[config.mk]
export PLATFORM = sky130hd
export DESIGN_NAME = timer_single_pulse_capture
export DESIGN_NICKNAME = d
export VERILOG_FILES = /design/src/timer_pkg.sv /design/src/edge_if.sv /design/src/timer_single_pulse_capture.sv /design/src/pin_edge_sync.sv
export SDC_FILE = /design/constraint.sdc
export NUM_CORES = 1
export LEC_CHECK = 0
export BUFFER_PORTS_ARGS = -buffer_cell sky130_fd_sc_hd__buf_2
export CELL_PAD_IN_SITES_DETAIL_PLACEMENT = 1
export CELL_PAD_IN_SITES_GLOBAL_PLACEMENT = 1
export CORE_MARGIN = 3
export CORE_UTILIZATION = 40
export DETAILED_ROUTE_END_ITERATION = 7
export MAX_ROUTING_LAYER = met4
export PLACE_DENSITY_LB_ADDON = 0.1
export SYNTH_ARGS = -nofsm -noshare
export SYNTH_HDL_FRONTEND = slang
export SYNTH_SLANG_ARGS = --single-unit
[constraint.sdc]
create_clock -name i_clock -period 9.64 [get_ports i_clock]
set_input_delay 1.446 -clock i_clock [delete_from_list [all_inputs] [get_ports i_clock]]
set_output_delay 1.446 -clock i_clock [all_outputs]
set_load 0.02 [all_outputs]
[src/timer_pkg.sv]
// constants, encodings and state types for the single pulse / capture timer
// assumes one clock; the count rate arrives as a one-cycle enable pulse
package timer_pkg;

    // -----------------------------------------------------------------
    // widths and counter constants
    // -----------------------------------------------------------------
    localparam int CNT_W = 10;
    localparam int CMP_P_W = 3;
    localparam int P_LOW_W = 7;
    localparam logic [CNT_W-1:0] CNT_MAX = 10'h3FF;
    localparam logic [CNT_W-1:0] CNT_ONE = 10'h001;
    localparam logic [CNT_W-1:0] CNT_RST = 10'h000;
    localparam logic [CNT_W-1:0] CMP_A_RST = 10'h000;
    localparam logic [P_LOW_W-1:0] P_LOW_ZERO = 7'h00;
    localparam logic [CNT_W:0] FULL_PERIOD = 11'h400;

    // -----------------------------------------------------------------
    // pin indices of the synchroniser
    // -----------------------------------------------------------------
    localparam int PIN_TRIG = 0;
    localparam int PIN_CAP = 1;
    localparam int PIN_N = 2;

    // -----------------------------------------------------------------
    // operating modes and pin action encodings
    // -----------------------------------------------------------------
    typedef enum logic [1:0] {
        OP_COMPARE = 2'h0,
        OP_CAPTURE = 2'h1,
        OP_PWM = 2'h2,
        OP_TIMER = 2'h3
    } op_mode_t;

    // pwm / single pulse pin action
    localparam logic [1:0] PA_FORCE_INACT = 2'h0;
    localparam logic [1:0] PA_FORCE_ACT = 2'h1;
    localparam logic [1:0] PA_PWM = 2'h2;
    localparam logic [1:0] PA_SINGLE = 2'h3;
    // capture edge select
    localparam logic [1:0] CAP_RISE = 2'h0;
    localparam logic [1:0] CAP_FALL = 2'h1;
    localparam logic [1:0] CAP_BOTH = 2'h2;
    localparam logic [1:0] CAP_NONE = 2'h3;
    // compare match pin action
    localparam logic [1:0] CM_NONE = 2'h0;
    localparam logic [1:0] CM_LOW = 2'h1;
    localparam logic [1:0] CM_HIGH = 2'h2;
    localparam logic [1:0] CM_TOGGLE = 2'h3;

    // -----------------------------------------------------------------
    // state records
    // -----------------------------------------------------------------
    typedef struct packed {
        logic run;
        logic run_d;
        logic [CNT_W-1:0] count;
        logic [CNT_W-1:0] cmp_a;
        logic out_lvl;
        logic pin;
        logic flag_a;
        logic flag_p;
    } timer_state_t;

    localparam timer_state_t TIMER_RST = '{
        run: 1'b0, run_d: 1'b0, count: CNT_RST, cmp_a: CMP_A_RST,
        out_lvl: 1'b0, pin: 1'b0, flag_a: 1'b0, flag_p: 1'b0};

    typedef struct packed {
        logic [PIN_N-1:0] s1;
        logic [PIN_N-1:0] s2;
        logic [PIN_N-1:0] s3;
    } edge_state_t;

    localparam edge_state_t EDGE_RST = '{s1: 2'h0, s2: 2'h0, s3: 2'h0};

endpackage : timer_pkg

[src/edge_if.sv]
// edge events passed from the pin synchroniser to the timer core
// assumes both ends share i_clock
interface edge_if;
    logic [timer_pkg::PIN_N-1:0] rise;
    logic [timer_pkg::PIN_N-1:0] fall;
    modport src (output rise, output fall);
    modport dst (input rise, input fall);
endinterface : edge_if

[src/timer_single_pulse_capture.sv]
// 10-bit standard timer core: compare, pwm, single pulse and capture modes
// assumes control bits are held by software; the count rate is i_count_tick
//
// Functional notes
// RULE1: pwm counting and compare keep running when pin action is 00 or 01.
// RULE2: pwm ignores clear source select; swap bit picks the period register.
// RULE3: mode 10 with pin action 11 selects single pulse output.
// RULE4: a software rise of the run bit starts the pulse.
// RULE5: trigger pin active edge sets the run bit in single pulse mode.
// RULE6: run rising starts the counter and drives the leading edge.
// RULE7: run cleared or compare A match ends the pulse; match clears run.
// RULE8: single pulse compare A match raises the compare A flag.
// RULE9: single pulse counter zeroes only on run rise; P, clear, swap unused.
// RULE10: software keeps pin action at 11 during single pulse mode.
// RULE11: mode 01 is capture; pin action picks rising, falling or both edges.
// RULE12: capture counter starts on run rise and runs until run falls.
// RULE13: each active capture edge copies the counter to compare A, sets flag.
// RULE14: capture P match zeroes the counter, flags; P of zero runs to 3FF.
// RULE15: pin action 11 in capture mode disables capture, counter still runs.
// RULE16: capture has no output; level, invert, clear and swap bits ignored.
// RULE17: counter is 10 bits wide, maximum count 3FF.
// RULE18: output invert bit inverts the timer output pin in compare, pwm and single pulse modes; mode 11 drives the pin low.
// RULE19: each run bit rise returns the output to the initial level; pwm pin action 00 or 01 keeps its forced level instead.
// RULE20: trigger and capture pins are synchronised and edge detected first.
module timer_single_pulse_capture
    import timer_pkg::*;
(
    // clock and reset
    input wire logic i_clock,
    input wire logic i_rst_b,
    // count rate enable
    input wire logic i_count_tick,
    // run bit write
    input wire logic i_run_wr,
    input wire logic i_run_wdata,
    // mode and pin action
    input wire logic i_op_select_hi,
    input wire logic i_op_select_lo,
    input wire logic i_pin_action_hi,
    input wire logic i_pin_action_lo,
    // waveform controls
    input wire logic i_clear_source_sel,
    input wire logic i_duty_period_swap,
    input wire logic i_output_initial_level,
    input wire logic i_output_invert,
    // compare values
    input wire logic i_compare_a_wr,
    input wire logic [CNT_W-1:0] i_compare_a_wdata,
    input wire logic [CMP_P_W-1:0] i_compare_p_value,
    // flag clears
    input wire logic i_match_a_clr,
    input wire logic i_match_p_clr,
    // external pins
    input wire logic i_ext_trigger_pin,
    input wire logic i_capture_input_pin,
    // outputs
    output logic o_timer_out_pin,
    output logic o_counter_run_bit,
    output logic [CNT_W-1:0] o_compare_a_value,
    output logic [CNT_W-1:0] o_count_value,
    output logic o_match_a_flag,
    output logic o_match_p_flag
);

    timer_state_t s_reg;
    timer_state_t s_next;
    edge_if ev ();

    op_mode_t op;
    logic [1:0] pa;
    logic sp_mode;
    logic cap_mode;
    logic run_rise;
    logic tick;
    logic [CNT_W-1:0] cnt_inc;
    logic [CNT_W-1:0] p_mark;
    logic hit_a;
    logic hit_p;
    logic cap_edge;
    logic clr_cnt;
    logic set_a;
    logic set_p;
    logic [CNT_W:0] duty;

    // -----------------------------------------------------------------
    // pin synchroniser
    // -----------------------------------------------------------------
    // RULE20 sync both pins
    pin_edge_sync u_sync (
        .i_clock(i_clock),
        .i_rst_b(i_rst_b),
        .i_pins({i_capture_input_pin, i_ext_trigger_pin}),
        .ev(ev.src)
    );

    // -----------------------------------------------------------------
    // decode and comparators
    // -----------------------------------------------------------------
    assign op = op_mode_t'({i_op_select_hi, i_op_select_lo});
    assign pa = {i_pin_action_hi, i_pin_action_lo};
    // RULE3 single pulse decode (RULE10 pin action held)
    assign sp_mode = (op == OP_PWM) && (pa == PA_SINGLE);
    // RULE11 capture decode
    assign cap_mode = (op == OP_CAPTURE);
    assign run_rise = s_reg.run & ~s_reg.run_d;
    assign tick = i_count_tick & s_reg.run & ~run_rise;
    // RULE17 ten-bit count wraps after 3FF
    assign cnt_inc = s_reg.count + CNT_ONE;
    assign p_mark = {i_compare_p_value, P_LOW_ZERO};
    assign hit_a = tick & (cnt_inc == s_reg.cmp_a);
    // RULE14 P of zero matches at the wrap only
    assign hit_p = tick & (cnt_inc == p_mark);

    // RULE11 capture edge select
    // RULE15 pin action 11 never captures
    always_comb begin
        case (pa)
            CAP_RISE: cap_edge = cap_mode & ev.rise[PIN_CAP];
            CAP_FALL: cap_edge = cap_mode & ev.fall[PIN_CAP];
            CAP_BOTH: cap_edge = cap_mode & (ev.rise[PIN_CAP] | ev.fall[PIN_CAP]);
            default: cap_edge = 1'b0;
        endcase
    end

    // RULE2 pwm period from swap bit
    // RULE9 single pulse never clears
    always_comb begin
        case (op)
            OP_CAPTURE: clr_cnt = hit_p;
            OP_PWM: clr_cnt = sp_mode ? 1'b0 : (i_duty_period_swap ? hit_a : hit_p);
            default: clr_cnt = i_clear_source_sel ? hit_a : hit_p;
        endcase
    end

    assign duty = i_duty_period_swap
        ? ((i_compare_p_value == '0) ? FULL_PERIOD : {1'b0, p_mark})
        : {1'b0, s_reg.cmp_a};
    // RULE8 single pulse match flags A
    // RULE13 capture flags A
    assign set_a = cap_edge | (hit_a & ~cap_mode);
    assign set_p = hit_p & ~sp_mode & ~((op[0] == op[1]) & i_clear_source_sel);

    // -----------------------------------------------------------------
    // next state
    // -----------------------------------------------------------------
    always_comb begin
        s_next = s_reg;
        s_next.run_d = s_reg.run;
        if (i_run_wr) begin
            s_next.run = i_run_wdata;
        end
        // RULE7 compare A ends pulse
        if (sp_mode && hit_a) begin
            s_next.run = 1'b0;
        end
        // RULE5 trigger sets run
        if (sp_mode && ev.rise[PIN_TRIG]) begin
            s_next.run = 1'b1;
        end
        // RULE12 counter restarts on run rise
        if (run_rise) begin
            s_next.count = CNT_RST;
        end else if (tick) begin
            // RULE1 counting independent of pin action
            s_next.count = clr_cnt ? CNT_RST : cnt_inc;
        end
        if (i_compare_a_wr) begin
            s_next.cmp_a = i_compare_a_wdata;
        end
        // RULE13 latch counter into compare A
        if (cap_edge) begin
            s_next.cmp_a = s_reg.count;
        end
        if (i_match_a_clr) begin
            s_next.flag_a = 1'b0;
        end
        if (set_a) begin
            s_next.flag_a = 1'b1;
        end
        if (i_match_p_clr) begin
            s_next.flag_p = 1'b0;
        end
        if (set_p) begin
            s_next.flag_p = 1'b1;
        end
        case (op)
            OP_PWM: begin
                if (sp_mode) begin
                    // RULE4 RULE6 pulse follows run bit
                    s_next.out_lvl = s_next.run ? i_output_initial_level
                                                : ~i_output_initial_level;
                end else if (pa == PA_FORCE_INACT) begin
                    s_next.out_lvl = ~i_output_initial_level;
                end else if (pa == PA_FORCE_ACT) begin
                    s_next.out_lvl = i_output_initial_level;
                end else if (run_rise) begin
                    s_next.out_lvl = i_output_initial_level;
                end else if (s_reg.run) begin
                    s_next.out_lvl = ({1'b0, s_next.count} < duty)
                        ? i_output_initial_level : ~i_output_initial_level;
                end
            end
            OP_CAPTURE: begin
                s_next.out_lvl = s_reg.out_lvl;
            end
            default: begin
                // RULE19 run rise restores initial level
                if (run_rise) begin
                    s_next.out_lvl = i_output_initial_level;
                end else if (hit_a) begin
                    case (pa)
                        CM_LOW: s_next.out_lvl = 1'b0;
                        CM_HIGH: s_next.out_lvl = 1'b1;
                        CM_TOGGLE: s_next.out_lvl = ~s_reg.out_lvl;
                        default: s_next.out_lvl = s_reg.out_lvl;
                    endcase
                end
            end
        endcase
        // RULE16 no output in capture mode
        // RULE18 output invert
        s_next.pin = (op == OP_CAPTURE || op == OP_TIMER) ? 1'b0
                                                          : s_next.out_lvl ^ i_output_invert;
    end

    always_ff @(posedge i_clock or negedge i_rst_b) begin
        if (!i_rst_b) begin
            s_reg <= TIMER_RST;
        end else begin
            s_reg <= s_next;
        end
    end

    assign o_timer_out_pin = s_reg.pin;
    assign o_counter_run_bit = s_reg.run;
    assign o_compare_a_value = s_reg.cmp_a;
    assign o_count_value = s_reg.count;
    assign o_match_a_flag = s_reg.flag_a;
    assign o_match_p_flag = s_reg.flag_p;
endmodule : timer_single_pulse_capture

[src/pin_edge_sync.sv]
// two-stage synchroniser and edge detector for the trigger and capture pins
// assumes pins are asynchronous levels; edges come out one cycle wide
module pin_edge_sync
    import timer_pkg::*;
(
    // clock and reset
    input wire logic i_clock,
    input wire logic i_rst_b,
    // raw pins
    input wire logic [PIN_N-1:0] i_pins,
    // edge events
    edge_if.src ev
);

    edge_state_t s_reg;
    edge_state_t s_next;

    // -----------------------------------------------------------------
    // shift chain; s1 feeds only s2
    // -----------------------------------------------------------------
    always_comb begin
        s_next = s_reg;
        s_next.s1 = i_pins;
        s_next.s2 = s_reg.s1;
        s_next.s3 = s_reg.s2;
    end

    always_ff @(posedge i_clock or negedge i_rst_b) begin
        if (!i_rst_b) begin
            s_reg <= EDGE_RST;
        end else begin
            s_reg <= s_next;
        end
    end

    // RULE20 edge detect after sync
    for (genvar g = 0; g < PIN_N; g++) begin : g_edge
        assign ev.rise[g] = s_reg.s2[g] & ~s_reg.s3[g];
        assign ev.fall[g] = ~s_reg.s2[g] & s_reg.s3[g];
    end

endmodule : pin_edge_sync

==> results.json <==
{
  "status": "complete, no violations",
  "drv_slew": 0,
  "die_x_um": 90.5,
  "yosysUniqueCellTypes": 61,
  "n_antenna_cell": 0,
  "syn_nets": 382,
  "startpoint_type": "flop",
  "clkLatencyLatePin_ns": 0.30,
  "fmax_ghz": 0.175,
  "synth.most_common_cell": "o21ai_0",
  "critPathTopFamily": "compound AO/OA/AOI/OAI gates",
  "grt_pass1_wl_mm": 13.5,
  "io_pins": 55,
  "cts_htree_levels": 2,
  "clkSinkCount": 32,
  "post_cts_buffers": 0,
  "hold_path_class": "flop to flop",
  "detail_route.first_pass.iterations": 4,
  "num_vias": 2502,
  "cp_common_cell": "a21oi_1",
  "cts_resized": 0,
  "drtAntennaViolNets": 0,
  "core_area_sq_mm": 0.00687,
  "gp_congestion": 0.933,
  "cts_root_buf": "clkbuf_8",
  "required_ns": 9.82,
  "finalCriticalPeriod_ns": 5.73,
  "drive_gt1_share_pct": 21.6,
  "cts_buffers": 5,
  "wl_mm": 8.19,
  "syn-cell-area_sq_mm": 0.00286,
  "synth_edf_count": 0,
  "synth_area_leaders": "dfrtp_1 28%, ha_1 8.8%, buf_4 6.3%",
  "grt_use_total_pct": 21.2,
  "cp.buffers_inverters": 0,
  "rows": 30,
  "first_iter_violations": 139,
  "die-area_sq_mm": 0.00819,
  "hold_viol_final": 0,
  "vdd_drop_max_mv": 0.0709,
  "drc": 0,
  "grt_start_max_net_pins": 33,
  "ys_async_sr_fraction_pct": 100,
  "critical_path.max_stage_delay_ns": 0.74,
  "dominantRegCellSynth": "dfrtp_1",
  "synthToLayoutAreaGrowth_pct": 8.94,
  "finClkSkew_ns": 0.00644,
  "first_global_vias": 2522,
  "slew_headroom_pct": 46.5,
  "rsz0062_at_grt": "no",
  "clk_path_buf_depth": 2,
  "initial_utilization_pct": 41.6,
  "fin_crit_sh_pct": 59.4,
  "layout.nets": 406,
  "detail_route.wl_per_cell_um": 18.1,
  "maxCapViolations": 0,
  "netlist.area_leader.share_pct": 28.0,
  "avgSynthCellArea_sq_um": 8.63,
  "hpwl_mm": 6.35,
  "final_core_util_pct": 45.3,
  "worstPathArrival_ns": 5.90,
  "synth_seq_cells": 32,
  "cp_cell_sequence": "ha_1 > and2_1 > nand3_1 > xnor2_1 > a2111oi_4 > and2_4 > a211o_2 > a21oi_1 > o21ai_0 > o31ai_1 > ha_1 > a21o_1 > a21oi_1 > o21ai_0 > a21oi_1 > a31o_2 > a311o_2 > o21ba_2 > o211ai_1 > a211oi_1",
  "yosysWarnings": 0,
  "netlist_top_cells_count": "33 x o21ai_0, 32 x dfrtp_1, 29 x nand2_1",
  "cts_tree": "yes",
  "worstSetupPathType": "flop to flop",
  "cpMaxStageDelayCell": "dfrtp_1",
  "setup_viol": 0,
  "viasPerCell": 5.54,
  "power.density_mw_per_mm2": 123,
  "leakagePower_nw": 1.43,
  "clkTransAtPathRegs_ns": 0.08,
  "portBuffers": 54,
  "tns_ns": 0,
  "holdBufCountCts": 0,
  "fillers": 827,
  "tightestPinTransition_ns": 0.802,
  "fp.dieH_um": 90.5,
  "postSynthCellCount": 331,
  "critPathCaptureType": "flop",
  "crit_fanout": 15,
  "seq_area_frac_synth_pct": 28.0,
  "overflow": 0,
  "grt_antenna_before_repair": 0,
  "synth_top_cell_by_area": "dfrtp_1"
}
-- cells by family (layout without fill, tap and decap cells) --
family / after synthesis / in the layout / synth area share (%)
adder cells (fa/ha/maj): 20 / 20 / 8.76
buffers and inverters: 55 / 80 / 10.7
multiplexers: 14 / 14 / 4.95
AO/OA/AOI/OAI: 90 / 90 / 20.9
XOR/XNOR: 17 / 17 / 6.18
flip-flops: 32 / 32 / 28.0
AND/OR/NAND/NOR: 103 / 103 / 20.4
-- cell usage in the layout, fill, tap and decap left out, types with 2 or more instances in the layout --
cell type   count
o21ai_1         3
a31oi_1         2
clkbuf_8        5
a211oi_1        4
xnor3_1         2
o31a_1          2
nor4bb_1        2
nor2_1         17
a211o_1         2
mux2i_1        13
o21a_1          3
and2_4          2
xor2_1          4
nor2b_1         3
and2_1          4
dfrtp_1        32
o22ai_1         2
o21ai_0        33
and3_1          3
ha_1           20
nand3_1        10
a21oi_1        14
a21o_1          2
nand3b_1        2
inv_1          17
clkinvlp_4      2
nand2_1        29
nor3_1          4
nand4_1         5
buf_2          54
a311oi_1        2
xnor2_1        11
o31ai_1         4
nor4_1          2
nand2b_1       10
o211ai_1        3
-- final cells by class --
type                       count  area [sq um]  area share [%]
clock buffer                   5          68.8            2.21
sequential                    32           801            25.7
timing repair buffer          55           278            8.93
multi-input combinational    244          1760            56.4
tap                           96           120            3.86
clock inverter                 3          23.8           0.764
inverter                      17          63.8            2.05
-- routing by layer --
| layer | GRT usage [%] | wire [um] | vias up |
|---|---|---|---|
| met5 | - | 0 | - |
| met4 | 5.74 | 130 | 0 |
| met3 | 3.17 | 429 | 10 |
| met2 | 31.5 | 3620 | 75 |
| met1 | 30.0 | 4020 | 1203 |
| li1 | - | - | 1214 |
-- through the flow --
step | instance area (sq um) | worst slack [ns] | hold slack [ns] | total power [mW] | std cells
2_1_floorplan | 2860 | 4.48 | 0.331 | 0.243 | 331
3_3_place_gp | 3020 | 3.95 | 0.332 | 0.272 | 444
3_5_place_dp | 3020 | 3.83 | 0.344 | 0.274 | 444
4_1_cts | 3110 | 3.93 | 0.363 | 0.389 | 452
5_1_grt | 3110 | 3.47 | 0.367 | 0.410 | 452
6_report | 3110 | 3.91 | 0.358 | 0.383 | 452
-- report_power, final --
part	internal [mW]	leakage, nW	switching (mW)
Combinational	0.0444	0.987	0.0629
Clock	0.0512	0.0404	0.0612
Sequential	0.145	0.404	0.0189
Total	0.240	1.43	0.143
-- final timing paths --
path | startpoint | to | slack [ns] | depth (start not counted)
worst max-delay path | o_count_value[0]$_DFF_PN0_ | o_timer_out_pin$_DFF_PN0_ | 3.91 | 20
worst min-delay path | u_sync.s_next[2]$_DFF_PN0_ | u_sync.s_next[0]$_DFF_PN0_ | 0.36 | 0
worst max register to register | o_count_value[0]$_DFF_PN0_ | o_timer_out_pin$_DFF_PN0_ | 3.91 | 20
worst min register to register | u_sync.s_next[2]$_DFF_PN0_ | u_sync.s_next[0]$_DFF_PN0_ | 0.36 | 0
max in group asynchronous | i_rst_b | u_sync.s_next[3]$_DFF_PN0_ | 7.90 | 1
min in group asynchronous | i_rst_b | o_count_value[2]$_DFF_PN0_ | 1.23 | 1
(Power assumes the default switching activity.)
